--- config.mk ---
export PLATFORM = sky130hd
export DESIGN_NAME = usm_channel
export DESIGN_NICKNAME = d
export VERILOG_FILES = /design/src/usm_pkg.sv /design/src/usm_two_buf.sv /design/src/usm_channel.sv
export SDC_FILE = /design/constraint.sdc
export NUM_CORES = 1
export LEC_CHECK = 0
export ABC_AREA = 1
export ABC_CLOCK_PERIOD_IN_PS = 5500
export BUFFER_PORTS_ARGS = -buffer_cell sky130_fd_sc_hd__buf_4
export CORE_MARGIN = 2
export CORE_UTILIZATION = 40
export DETAILED_ROUTE_END_ITERATION = 7
export GPL_TIMING_DRIVEN = 0
export PLACE_DENSITY = 0.58
export SLEW_MARGIN = 20
export SYNTH_ARGS = -nofsm -noshare
export SYNTH_HDL_FRONTEND = slang
export SYNTH_SLANG_ARGS = --single-unit
--- constraint.sdc ---
create_clock -name core_clk_in -period 5.5 [get_ports core_clk_in]
set_clock_uncertainty 0.2 [all_clocks]
set_input_delay 0.275 -clock core_clk_in [delete_from_list [all_inputs] [get_ports core_clk_in]]
set_output_delay 0.275 -clock core_clk_in [all_outputs]
set_load 0.05 [all_outputs]
--- src/usm_pkg.sv ---
/*
  Shared constants and carrier types for the serial channel with
  multi-processor address filtering.
  Assumes a single core clock; register indices are fixed by this package.
*/
package usm_pkg;
  // ****************************************************************
  // register locations and field positions
  // ****************************************************************
  localparam logic [1:0] REG_DATA   = 2'h0;
  localparam logic [1:0] REG_STAT_A = 2'h1;
  localparam logic [1:0] REG_CTRL_B = 2'h2;
  localparam logic [1:0] REG_CTRL_C = 2'h3;

  localparam int A_RXC  = 7;
  localparam int A_TXC  = 6;
  localparam int A_UDRE = 5;
  localparam int A_FE   = 4;
  localparam int A_DOR  = 3;
  localparam int A_UPE  = 2;
  localparam int A_U2X  = 1;
  localparam int A_MPCM = 0;

  localparam int B_RXCIE = 7;
  localparam int B_TXCIE = 6;
  localparam int B_UDRIE = 5;
  localparam int B_RXEN  = 4;
  localparam int B_TXEN  = 3;
  localparam int B_UCSZ2 = 2;
  localparam int B_RXB8  = 1;
  localparam int B_TXB8  = 0;

  localparam int C_MODE_LO = 6;
  localparam int C_PAR_LO  = 4;
  localparam int C_STOP    = 3;
  localparam int C_SIZE_LO = 1;

  // ****************************************************************
  // reset values, encodings, timing
  // ****************************************************************
  localparam logic [7:0] CTRL_B_RESET = 8'h00;
  localparam logic [7:0] CTRL_C_RESET = 8'h06;
  localparam logic [1:0] MODE_ASYNC   = 2'h0;
  localparam logic [1:0] MODE_SYNC    = 2'h1;
  localparam logic [1:0] MODE_SPI     = 2'h3;
  localparam logic [4:0] SPB_NORMAL   = 5'h10;
  localparam logic [4:0] SPB_DOUBLE   = 5'h08;
  localparam int         FRAME_W      = 13;

  typedef struct packed {
    logic       ninth;
    logic [7:0] data;
    logic       frame_err;
    logic       parity_err;
  } usm_rx_word_t;
endpackage

--- src/usm_two_buf.sv ---
/*
  Two-entry buffer with valid/ready on both sides.
  Assumes the drain side may stall; the head entry is always held in slot 0
  so that the output data come straight from a flip-flop.
*/
`timescale 1ns/1ps
module usm_two_buf #(
  parameter int WIDTH = 11
) (
  input  wire logic             core_clk_in,
  input  wire logic             reset_in,
  input  wire logic             flush_in,
  input  wire logic             in_valid_in,
  output logic                  in_ready_out,
  input  wire logic [WIDTH-1:0] in_data_in,
  output logic                  out_valid_out,
  input  wire logic             out_ready_in,
  output logic      [WIDTH-1:0] out_data_out
);
  logic [WIDTH-1:0] slot1;
  logic [1:0]       count;
  logic             push;
  logic             pop;

  assign in_ready_out  = (count != 2'h2);
  assign out_valid_out = (count != 2'h0);
  assign push          = in_valid_in && in_ready_out;
  assign pop           = out_ready_in && out_valid_out;

  always_ff @(posedge core_clk_in or posedge reset_in) begin
    if (reset_in) begin
      count <= 2'h0;
    end else if (flush_in) begin
      count <= 2'h0;
    end else begin
      count <= count + {1'b0, push} - {1'b0, pop};
    end
  end

  always_ff @(posedge core_clk_in or posedge reset_in) begin
    if (reset_in) begin
      out_data_out <= '0;
      slot1        <= '0;
    end else begin
      if (pop) begin
        out_data_out <= (count == 2'h2) ? slot1 : in_data_in;
      end else if (push && count == 2'h0) begin
        out_data_out <= in_data_in;
      end
      if (push && (count - {1'b0, pop}) == 2'h1) begin
        slot1 <= in_data_in;
      end
    end
  end
endmodule

--- src/usm_channel.sv ---
/*
  Serial transceiver channel: data port, status/control registers,
  two-entry receive buffer, transmit buffer and shifter, address filter.
  Assumes a CPU-side register port with one-cycle read latency and a
  global interrupt enable supplied by the CPU core.
*/
`timescale 1ns/1ps
// Behaviour
// - with filter bit set, data frames are dropped; address frames and transmit unaffected.
// - data port write fills transmit buffer; read returns receive buffer.
// - unused upper bits ignored on transmit and read back as zero.
// - data port write while buffer not empty is discarded.
// - enabled transmitter moves buffered data into idle shifter, then shifts it out.
// - receive buffer is two-entry, advancing on each data port read.
// - receive-complete flag is one exactly while receive buffer holds data.
// - transmit-complete sets when frame out and buffer empty; clears on service or one.
// - buffer-empty flag is one when buffer can accept data, and after reset.
// - frame-error reports head character's first stop bit sampled zero.
// - overrun sets when buffer full, character waiting and new start bit seen.
// - parity-error reports head character's parity mismatch while checking enabled.
// - double-speed bit halves samples per bit, asynchronous mode only.
// - each interrupt requested only when its enable, global enable and flag are set.
// - enabled receiver owns input pin; disabling flushes buffer and error flags.
// - transmitter disable waits until shifter and buffer are empty, then releases pin.
// - mode field selects async, sync, reserved, master SPI; resets to zero.
// - size code 000..011 gives five to eight bits, 111 gives nine.
// - frame-type bit one marks an address frame, zero a data frame.
// - parity field: disabled, reserved, even, odd; governs generation and checking.
module usm_channel
  import usm_pkg::*;
#(
  parameter logic [15:0] BAUD_DIV = 16'h0004
) (
  input  wire logic       core_clk_in,
  input  wire logic       reset_in,
  input  wire logic [1:0] reg_addr_in,
  input  wire logic       reg_wr_in,
  input  wire logic       reg_rd_in,
  input  wire logic [7:0] reg_wdata_in,
  output logic      [7:0] reg_rdata_out,
  input  wire logic       global_irq_enable_in,
  input  wire logic       tx_complete_irq_ack_in,
  output logic            rx_complete_irq_out,
  output logic            tx_complete_irq_out,
  output logic            buffer_empty_irq_out,
  input  wire logic       serial_in_pin_in,
  output logic            serial_in_owned_out,
  output logic            serial_out_pin_out,
  output logic            serial_out_oe_n_out,
  output logic      [1:0] mode_select_out
);
  import usm_pkg::*;

  typedef enum logic [3:0] {
    RX_IDLE  = 4'b0001,
    RX_START = 4'b0010,
    RX_BITS  = 4'b0100,
    RX_HOLD  = 4'b1000
  } usm_rx_state_t;

  // ****************************************************************
  // register state
  // ****************************************************************
  logic        multiproc_filter_bit;
  logic        double_speed_bit;
  logic        tx_complete_flag;
  logic        overrun_flag;
  logic [7:0]  serial_control_b;
  logic [7:0]  serial_control_c;
  logic        tx_full;
  logic [8:0]  tx_buf;
  logic        tx_active;

  logic        wr_data;
  logic        rd_data;
  logic        wr_a;
  logic        receiver_enable_bit;
  logic        transmitter_enable_bit;
  logic        tx_ninth_bit;
  logic [2:0]  char_size_field;
  logic [1:0]  parity_mode_field;
  logic [3:0]  nbits;
  logic        par_on;
  logic [4:0]  spb;

  function automatic logic [3:0] size_bits(input logic [2:0] code);
    case (code)
      3'h0:    size_bits = 4'h5;
      3'h1:    size_bits = 4'h6;
      3'h2:    size_bits = 4'h7;
      3'h7:    size_bits = 4'h9;
      default: size_bits = 4'h8; // reserved codes behave as eight bits
    endcase
  endfunction

  assign wr_data                = reg_wr_in && reg_addr_in == REG_DATA;
  assign rd_data                = reg_rd_in && reg_addr_in == REG_DATA;
  assign wr_a                   = reg_wr_in && reg_addr_in == REG_STAT_A;
  assign receiver_enable_bit    = serial_control_b[B_RXEN];
  assign transmitter_enable_bit = serial_control_b[B_TXEN];
  assign tx_ninth_bit           = serial_control_b[B_TXB8];
  assign char_size_field        = {serial_control_b[B_UCSZ2], serial_control_c[C_SIZE_LO +: 2]};
  assign parity_mode_field      = serial_control_c[C_PAR_LO +: 2];
  assign mode_select_out        = serial_control_c[C_MODE_LO +: 2];
  assign nbits                  = size_bits(char_size_field);
  assign par_on                 = parity_mode_field[1];
  assign spb = (double_speed_bit && mode_select_out == MODE_ASYNC) ? SPB_DOUBLE : SPB_NORMAL;

  always_ff @(posedge core_clk_in or posedge reset_in) begin
    if (reset_in) begin
      serial_control_b <= CTRL_B_RESET;
      serial_control_c <= CTRL_C_RESET;
    end else if (reg_wr_in && reg_addr_in == REG_CTRL_B) begin
      // received ninth bit is read-only
      serial_control_b <= {reg_wdata_in[7:2], serial_control_b[B_RXB8], reg_wdata_in[B_TXB8]};
    end else if (reg_wr_in && reg_addr_in == REG_CTRL_C) begin
      serial_control_c <= reg_wdata_in;
    end
  end

  // error bit positions are ignored on write, so a stray one cannot corrupt them
  always_ff @(posedge core_clk_in or posedge reset_in) begin
    if (reset_in) begin
      multiproc_filter_bit <= 1'b0;
      double_speed_bit     <= 1'b0;
    end else if (wr_a) begin
      multiproc_filter_bit <= reg_wdata_in[A_MPCM];
      double_speed_bit     <= reg_wdata_in[A_U2X];
    end
  end

  // ****************************************************************
  // sample tick prescaler
  // ****************************************************************
  logic [15:0] pre_cnt;
  logic        tick;

  assign tick = (pre_cnt == BAUD_DIV - 16'h0001);

  always_ff @(posedge core_clk_in or posedge reset_in) begin
    if (reset_in) begin
      pre_cnt <= 16'h0000;
    end else if (tick) begin
      pre_cnt <= 16'h0000;
    end else begin
      pre_cnt <= pre_cnt + 16'h0001;
    end
  end

  // ****************************************************************
  // input pin synchroniser
  // ****************************************************************
  logic [2:0] rx_sync;
  logic       line;
  logic       line_prev;

  always_ff @(posedge core_clk_in or posedge reset_in) begin
    if (reset_in) begin
      rx_sync   <= 3'h7;
      line      <= 1'b1;
      line_prev <= 1'b1;
    end else begin
      rx_sync   <= {rx_sync[1:0], serial_in_pin_in};
      line_prev <= line;
      if (rx_sync[1] == rx_sync[2]) begin
        line <= rx_sync[2];
      end
    end
  end

  // ****************************************************************
  // receiver
  // ****************************************************************
  usm_rx_state_t rx_state;
  logic [4:0]    rx_cnt;
  logic [3:0]    rx_bit;
  logic [10:0]   rx_shift;
  usm_rx_word_t  rx_word;
  usm_rx_word_t  head;
  logic          rx_done;
  logic          frame_type;
  logic          par_calc;
  logic          buf_ready;
  logic          buf_valid;
  logic [8:0]    rx_mask;

  assign serial_in_owned_out = receiver_enable_bit;
  assign rx_done = rx_state == RX_BITS && tick && rx_cnt == spb - 5'h01
                   && rx_bit == nbits + {3'h0, par_on};
  assign rx_mask = 9'h1ff >> (4'h9 - nbits);

  always_comb begin
    rx_word            = '0;
    {rx_word.ninth, rx_word.data} = rx_shift[8:0] & rx_mask;
    par_calc           = ^(rx_shift[8:0] & rx_mask) ^ parity_mode_field[0];
    if (nbits == 4'h9) begin
      rx_word.ninth = rx_shift[8];
      rx_word.data  = rx_shift[7:0];
      par_calc      = ^rx_shift[8:0] ^ parity_mode_field[0];
    end
    // the bit at index nbits is parity when enabled, else the first stop bit
    if (par_on) begin
      rx_word.parity_err = par_calc ^ rx_shift[nbits];
      rx_word.frame_err  = ~line;
    end else begin
      rx_word.frame_err  = ~line;
    end
    // ninth bit for 9-bit frames, first stop bit otherwise
    frame_type = (nbits == 4'h9) ? rx_shift[8] : line;
  end

  always_ff @(posedge core_clk_in or posedge reset_in) begin
    if (reset_in) begin
      rx_state <= RX_IDLE;
      rx_cnt   <= 5'h00;
      rx_bit   <= 4'h0;
      rx_shift <= 11'h000;
    end else if (!receiver_enable_bit) begin
      rx_state <= RX_IDLE;
    end else begin
      case (rx_state)
        RX_IDLE: begin
          rx_cnt <= 5'h00;
          rx_bit <= 4'h0;
          // start is a falling edge, so a low frame-type stop bit cannot restart the receiver
          if (!line && line_prev) begin
            rx_state <= RX_START;
          end
        end
        RX_START: begin
          if (tick) begin
            rx_cnt <= rx_cnt + 5'h01;
            if (rx_cnt == (spb >> 1) - 5'h01) begin
              rx_cnt   <= 5'h00;
              // a start bit gone high by mid-bit is treated as noise
              rx_state <= line ? RX_IDLE : RX_BITS;
            end
          end
        end
        RX_BITS: begin
          if (tick) begin
            rx_cnt <= rx_cnt + 5'h01;
            if (rx_cnt == spb - 5'h01) begin
              rx_cnt           <= 5'h00;
              rx_bit           <= rx_bit + 4'h1;
              rx_shift[rx_bit] <= line;
              if (rx_done) begin
                rx_state <= (multiproc_filter_bit && !frame_type) ? RX_IDLE : RX_HOLD;
              end
            end
          end
        end
        RX_HOLD: begin
          if (buf_ready) begin
            rx_state <= RX_IDLE;
          end
        end
        default: rx_state <= RX_IDLE;
      endcase
    end
  end

  // the completed word is latched so the shifter can hold it while the buffer is full
  usm_rx_word_t rx_pend;

  always_ff @(posedge core_clk_in or posedge reset_in) begin
    if (reset_in) begin
      rx_pend <= '0;
    end else if (rx_done) begin
      rx_pend <= rx_word;
    end
  end

  usm_two_buf #(
    .WIDTH($bits(usm_rx_word_t))
  ) u_rx_buf (
    .core_clk_in  (core_clk_in),
    .reset_in     (reset_in),
    .flush_in     (!receiver_enable_bit),
    .in_valid_in  (rx_state == RX_HOLD),
    .in_ready_out (buf_ready),
    .in_data_in   (rx_pend),
    .out_valid_out(buf_valid),
    .out_ready_in (rd_data),
    .out_data_out (head)
  );

  // set wins over the clearing read
  always_ff @(posedge core_clk_in or posedge reset_in) begin
    if (reset_in) begin
      overrun_flag <= 1'b0;
    end else if (!receiver_enable_bit) begin
      overrun_flag <= 1'b0;
    end else if (rx_state == RX_HOLD && !buf_ready && !line && line_prev) begin
      overrun_flag <= 1'b1;
    end else if (rd_data) begin
      overrun_flag <= 1'b0;
    end
  end

  // ****************************************************************
  // transmitter
  // ****************************************************************
  logic [FRAME_W-1:0] tx_shift;
  logic [3:0]         tx_left;
  logic [4:0]         tx_cnt;
  logic               tx_busy;
  logic               tx_load;
  logic               tx_end;
  logic [8:0]         tx_data;
  logic [FRAME_W-1:0] tx_frame;
  logic [3:0]         tx_len;

  assign tx_load = tx_active && tx_full && !tx_busy;
  assign tx_end  = tx_busy && tick && tx_cnt == spb - 5'h01 && tx_left == 4'h1;
  assign tx_data = tx_buf & rx_mask;

  always_comb begin
    tx_frame         = {FRAME_W{1'b1}};
    tx_frame[0]      = 1'b0;
    // unused data positions stay high, so short characters are followed by stop bits
    tx_frame[9:1]    = tx_data | ~rx_mask;
    if (par_on) begin
      tx_frame[nbits + 4'h1] = ^tx_data ^ parity_mode_field[0];
    end
    tx_len = 4'h2 + nbits + {3'h0, par_on} + {3'h0, serial_control_c[C_STOP]};
  end

  always_ff @(posedge core_clk_in or posedge reset_in) begin
    if (reset_in) begin
      tx_full <= 1'b0;
      tx_buf  <= 9'h000;
    end else if (wr_data && !tx_full) begin
      // a write to a full buffer is dropped
      tx_full <= 1'b1;
      tx_buf  <= {tx_ninth_bit, reg_wdata_in};
    end else if (tx_load) begin
      tx_full <= 1'b0;
    end
  end

  always_ff @(posedge core_clk_in or posedge reset_in) begin
    if (reset_in) begin
      tx_busy  <= 1'b0;
      tx_shift <= {FRAME_W{1'b1}};
      tx_left  <= 4'h0;
      tx_cnt   <= 5'h00;
    end else if (tx_load) begin
      tx_busy  <= 1'b1;
      tx_shift <= tx_frame;
      tx_left  <= tx_len;
      tx_cnt   <= 5'h00;
    end else if (tx_busy && tick) begin
      tx_cnt <= tx_cnt + 5'h01;
      if (tx_cnt == spb - 5'h01) begin
        tx_cnt   <= 5'h00;
        tx_shift <= {1'b1, tx_shift[FRAME_W-1:1]};
        tx_left  <= tx_left - 4'h1;
        tx_busy  <= !tx_end;
      end
    end
  end

  // disable takes hold only once nothing is pending
  always_ff @(posedge core_clk_in or posedge reset_in) begin
    if (reset_in) begin
      tx_active <= 1'b0;
    end else begin
      tx_active <= transmitter_enable_bit || (tx_active && (tx_busy || tx_full));
    end
  end

  assign serial_out_pin_out  = tx_busy ? tx_shift[0] : 1'b1;
  assign serial_out_oe_n_out = !tx_active;

  // set wins over clear by service or by writing one
  always_ff @(posedge core_clk_in or posedge reset_in) begin
    if (reset_in) begin
      tx_complete_flag <= 1'b0;
    end else if (tx_end && !tx_full) begin
      tx_complete_flag <= 1'b1;
    end else if (tx_complete_irq_ack_in || (wr_a && reg_wdata_in[A_TXC])) begin
      tx_complete_flag <= 1'b0;
    end
  end

  // ****************************************************************
  // read port and interrupt requests
  // ****************************************************************
  logic [7:0] stat_a;

  always_comb begin
    stat_a         = 8'h00;
    stat_a[A_RXC]  = buf_valid;
    stat_a[A_TXC]  = tx_complete_flag;
    stat_a[A_UDRE] = !tx_full;
    stat_a[A_FE]   = buf_valid && head.frame_err;
    stat_a[A_DOR]  = overrun_flag;
    stat_a[A_UPE]  = buf_valid && head.parity_err;
    stat_a[A_U2X]  = double_speed_bit;
    stat_a[A_MPCM] = multiproc_filter_bit;
  end

  always_ff @(posedge core_clk_in or posedge reset_in) begin
    if (reset_in) begin
      reg_rdata_out <= 8'h00;
    end else if (reg_rd_in) begin
      case (reg_addr_in)
        REG_DATA:   reg_rdata_out <= buf_valid ? head.data : 8'h00;
        REG_STAT_A: reg_rdata_out <= stat_a;
        REG_CTRL_B: reg_rdata_out <= {serial_control_b[7:2], buf_valid && head.ninth,
                                      serial_control_b[B_TXB8]};
        default:    reg_rdata_out <= serial_control_c;
      endcase
    end
  end

  assign rx_complete_irq_out  = global_irq_enable_in && serial_control_b[B_RXCIE] && stat_a[A_RXC];
  assign tx_complete_irq_out  = global_irq_enable_in && serial_control_b[B_TXCIE] && tx_complete_flag;
  assign buffer_empty_irq_out = global_irq_enable_in && serial_control_b[B_UDRIE] && stat_a[A_UDRE];
endmodule

==> flow_summary.yaml <==
timing:
  setup_ws_ns: 1.85
  drv_slew: 0
  fin_crit_sh_pct: 66.4
  hold_ws_ns: -0.0120
  setup_viol: 0
  slew_headroom_pct: 47.6
  tightest_slew_ns: 0.779
  rsz0062_at_grt: "no"
  fin_tns_setup_ns: 0
  max_freq_mhz: 274
  finalHoldViolCount: 3
  period_needed_ns: 3.65
clock_network:
  cts_sinks: 140
  hold_buffers: 6
  post_cts_buffers: 0
  htreeDepth: 4
  clockBufferDepth: 2
  clk_pin_slew_ns: 0.06
  cts_buffers: 17
  root_buffer: "clkbuf_16"
  worstSkewPairLatency_ns: 0.42
  cts_tree: "built"
  ctsResizeCount: 0
critical_path:
  worstPathRequired_ns: 5.65
  path_class: "reg -> reg"
  reg2reg_from: "serial_control_c[2]"
  r2r_cells: 19
  r2r_setup_slack_ns: 1.85
  crit_fanout: 10
  timing.rr.end: "tx_shift[9]"
  cp-startpoint: "serial_control_c[2]"
  crit_path_start_kind: "register"
  setup.worst_path.end_class: "register"
  cp_data_arrival_time_ns: 3.81
  worstSetupEndpoint: "tx_shift[9]"
global_route:
  grt_pass1_wl_mm: 32.4
  grt_max_degree: 94
  grt_antenna_before_repair: 0
  grt_usage_pct: 20.5
  grt_pass1_vias: 6333
  grt.overflow.total: 0
route:
  totalWireLength_mm: 19.7
  drc: 0
  dr.first_iter.drc_count: 464
  ant_nets: 0
  firstDrtPassIters: 6
  num_vias: 6539
  wl_per_cell_um: 15.1
  drt-vias-per-instance: 5.00
floorplanning:
  row_count: 50
  io_pins: 33
  core-area_sq_mm: 0.0188
  dieArea_sq_mm: 0.0205
  die_w_um: 143
  die_h_um: 143
  start_util_pct: 41.1
power:
  vdd_ir_drop_max_uv: 222
  leakage_nw: 4.37
  p_total_w: 0.00365
  p_per_area_mw_per_mm2: 404
logic_synthesis:
  synthXorXnorAreaFrac_pct: 2.71
  synthFlopType: "dfrtp_1"
  synth-warning-count: 0
  synth_cells: 977
  yosys.area_share.simple_pct: 26.1
  synthMuxAreaShare_pct: 1.60
  synth_top_family_by_area: "simple AND/OR/NAND/NOR gates"
  syn-cell-area_sq_mm: 0.00774
  yosys_register_bits: 140
  ys_types: 55
  synth_area_per_cell_sq_um: 7.93
  synth_nets: 1015
  ys_seq_area_share_pct: 45.6
  async_flop_share_pct: 100
  synth_edf_count: 0
  synth-compound-area-share_pct: 12.3
  synthAdderAreaFrac_pct: 3.62
final_layout:
  antennaDiodeCount: 0
  syn_to_final_growth_pct: 16.6
  layout-drive-gt1-share_pct: 14.1
  fillers: 1831
  nets: 1073
  layoutNonFillerInstCount: 1308
placed_design:
  port_buffers: 32
  dpl.hpwl_mm: 14.6
  placed_cells: 1270
  pre_cts_ws_ns: 1.90
  finalWeightedCongestion: 0.848
status:
  outcome: "finished with violations"
  violations: "negative hold slack"
flow_run:
  drv_cap: 0
min_path:
  holdCritPathClass: "in -> reg"
  min_from: "reg_wdata_in[2]"
-- logic make-up (layout without fill, tap and decap cells) --
group,count (synthesis),after routing
AO/OA/AOI/OAI,166,166
XOR/XNOR,24,24
adder cells (fa/ha/maj),22,22
buffers and inverters,156,227
flip-flops,140,140
multiplexers,11,11
AND/OR/NAND/NOR,458,458
-- critical path, cell delays in order (launching register included) --
cell	delay (ns)
dfstp_2	0.36
buf_6	0.13
nor2_4	0.27
nand2_2	0.21
nand2_1	0.22
inv_1	0.13
ha_1	0.22
ha_1	0.26
buf_2	0.18
nor2_2	0.37
inv_1	0.16
nand2_2	0.14
nand2_1	0.07
nand2_1	0.06
nand3_1	0.12
nand3_2	0.14
nand2_4	0.08
nand2_1	0.06
nand2_1	0.07
a21oi_1	0.13
-- layer usage --
layer	vias to the layer above	track usage (%)	share of wire, %
met5	-	0	0
met4	0	5.63	1.3
met3	16	4.16	4.1
met2	118	33.5	47
met1	3100	27.6	47
li1	3305	-	-
-- metrics by stage --
| step | cell area, sq um | hold slack [ns] | util (%) |
|---|---|---|---|
| 6_report | 9030 | -0.0120 | 48.0 |
| 5_1_grt | 9030 | 0.00503 | 48.0 |
| 4_1_cts | 9030 | 0.00435 | 48.0 |
| 3_5_place_dp | 8350 | 0.101 | 44.3 |
| 3_3_place_gp | 8310 | 0.147 | 44.1 |
| 2_1_floorplan | 7740 | 0.0795 | - |
-- synthesized netlist by cell type, types with 2 or more instances --
cell / count / area [sq um]
o21ai_0: 71 / 355
nor2_4: 2 / 22.5
a31oi_1: 13 / 81.3
buf_4: 4 / 30.0
inv_1: 125 / 469
a21oi_1: 37 / 185
o31ai_1: 4 / 30.0
nand2_2: 10 / 62.6
o21ai_2: 2 / 17.5
mux2_2: 11 / 124
nand3_2: 3 / 30.0
clkbuf_1: 13 / 48.8
xnor2_1: 6 / 52.6
nor2_1: 100 / 375
nand3b_1: 2 / 15.0
o21ai_1: 10 / 50.1
nand3_1: 70 / 350
o211ai_1: 10 / 75.1
nand4_1: 12 / 75.1
buf_6: 2 / 22.5
nand2_1: 223 / 837
a221oi_1: 2 / 17.5
buf_2: 6 / 30.0
o22ai_1: 6 / 37.5
or2_2: 5 / 31.3
xor2_1: 18 / 158
nor4_1: 5 / 31.3
inv_2: 4 / 15.0
o221ai_1: 2 / 17.5
dfstp_2: 21 / 552
nor2_2: 2 / 12.5
dfrtp_1: 119 / 2980
nor3_1: 14 / 70.1
a21oi_2: 2 / 17.5
ha_1: 20 / 250
a32o_1: 2 / 20.0
-- placed cells by master (no fill, tap or decap), drive strengths merged, types with 13 or more instances in the layout --
cell,instances
nor2,105
dfstp,21
clkbuf,33
a31oi,13
a21oi,39
xor2,18
ha,20
nand2,234
nand3,74
buf,45
inv,133
o21ai,83
dfrtp,119
nor3,16
-- flip-flops by register name (all words and copies together) (netlist names), 3 cells and up --
register               flops
pre_cnt                   16
reg_rdata_out              8
rx_bit                     4
rx_cnt                     5
rx_pend                   11
rx_shift                  10
rx_state                   4
rx_sync                    3
serial_control_b           7
serial_control_c           8
tx_buf                     9
tx_cnt                     5
tx_left                    4
tx_shift                  13
u_rx_buf.out_data_out     11
u_rx_buf.slot1            11
-- area by class of cell --
| type | instances | area, sq um | area share (%) |
|---|---|---|---|
| multi-input combinational | 681 | 3590 | 39.7 |
| buffer | 25 | 131 | 1.45 |
| timing repair buffer | 39 | 328 | 3.63 |
| sequential | 140 | 3530 | 39.1 |
| clock buffer | 20 | 467 | 5.17 |
| tap | 260 | 325 | 3.60 |
| clock inverter | 12 | 160 | 1.77 |
| inverter | 131 | 502 | 5.55 |
-- power breakdown --
part / leakage [nW] / switching [W] / internal [W] / total (W)
combinational: 2.26 / 0.000703 / 0.000352 / 0.00105
sequential: 1.80 / 0.000139 / 0.00124 / 0.00138
clock: 0.307 / 0.000459 / 0.000754 / 0.00121
total: 4.37 / 0.00130 / 0.00235 / 0.00365
-- worst min-delay path by stage --
stage,end,cells after the start,slack (ns)
6_report,tx_buf[2],3,-0.01
5_1_grt,tx_buf[2],3,0.005
4_1_cts,tx_buf[2],3,0.004
3_5_place_dp,pre_cnt[6],2,0.10
3_3_place_gp,rx_sync[1],0,0.15
2_1_floorplan,rx_sync[0],0,0.08
No activity file was read; power rests on OpenSTA's default activity.
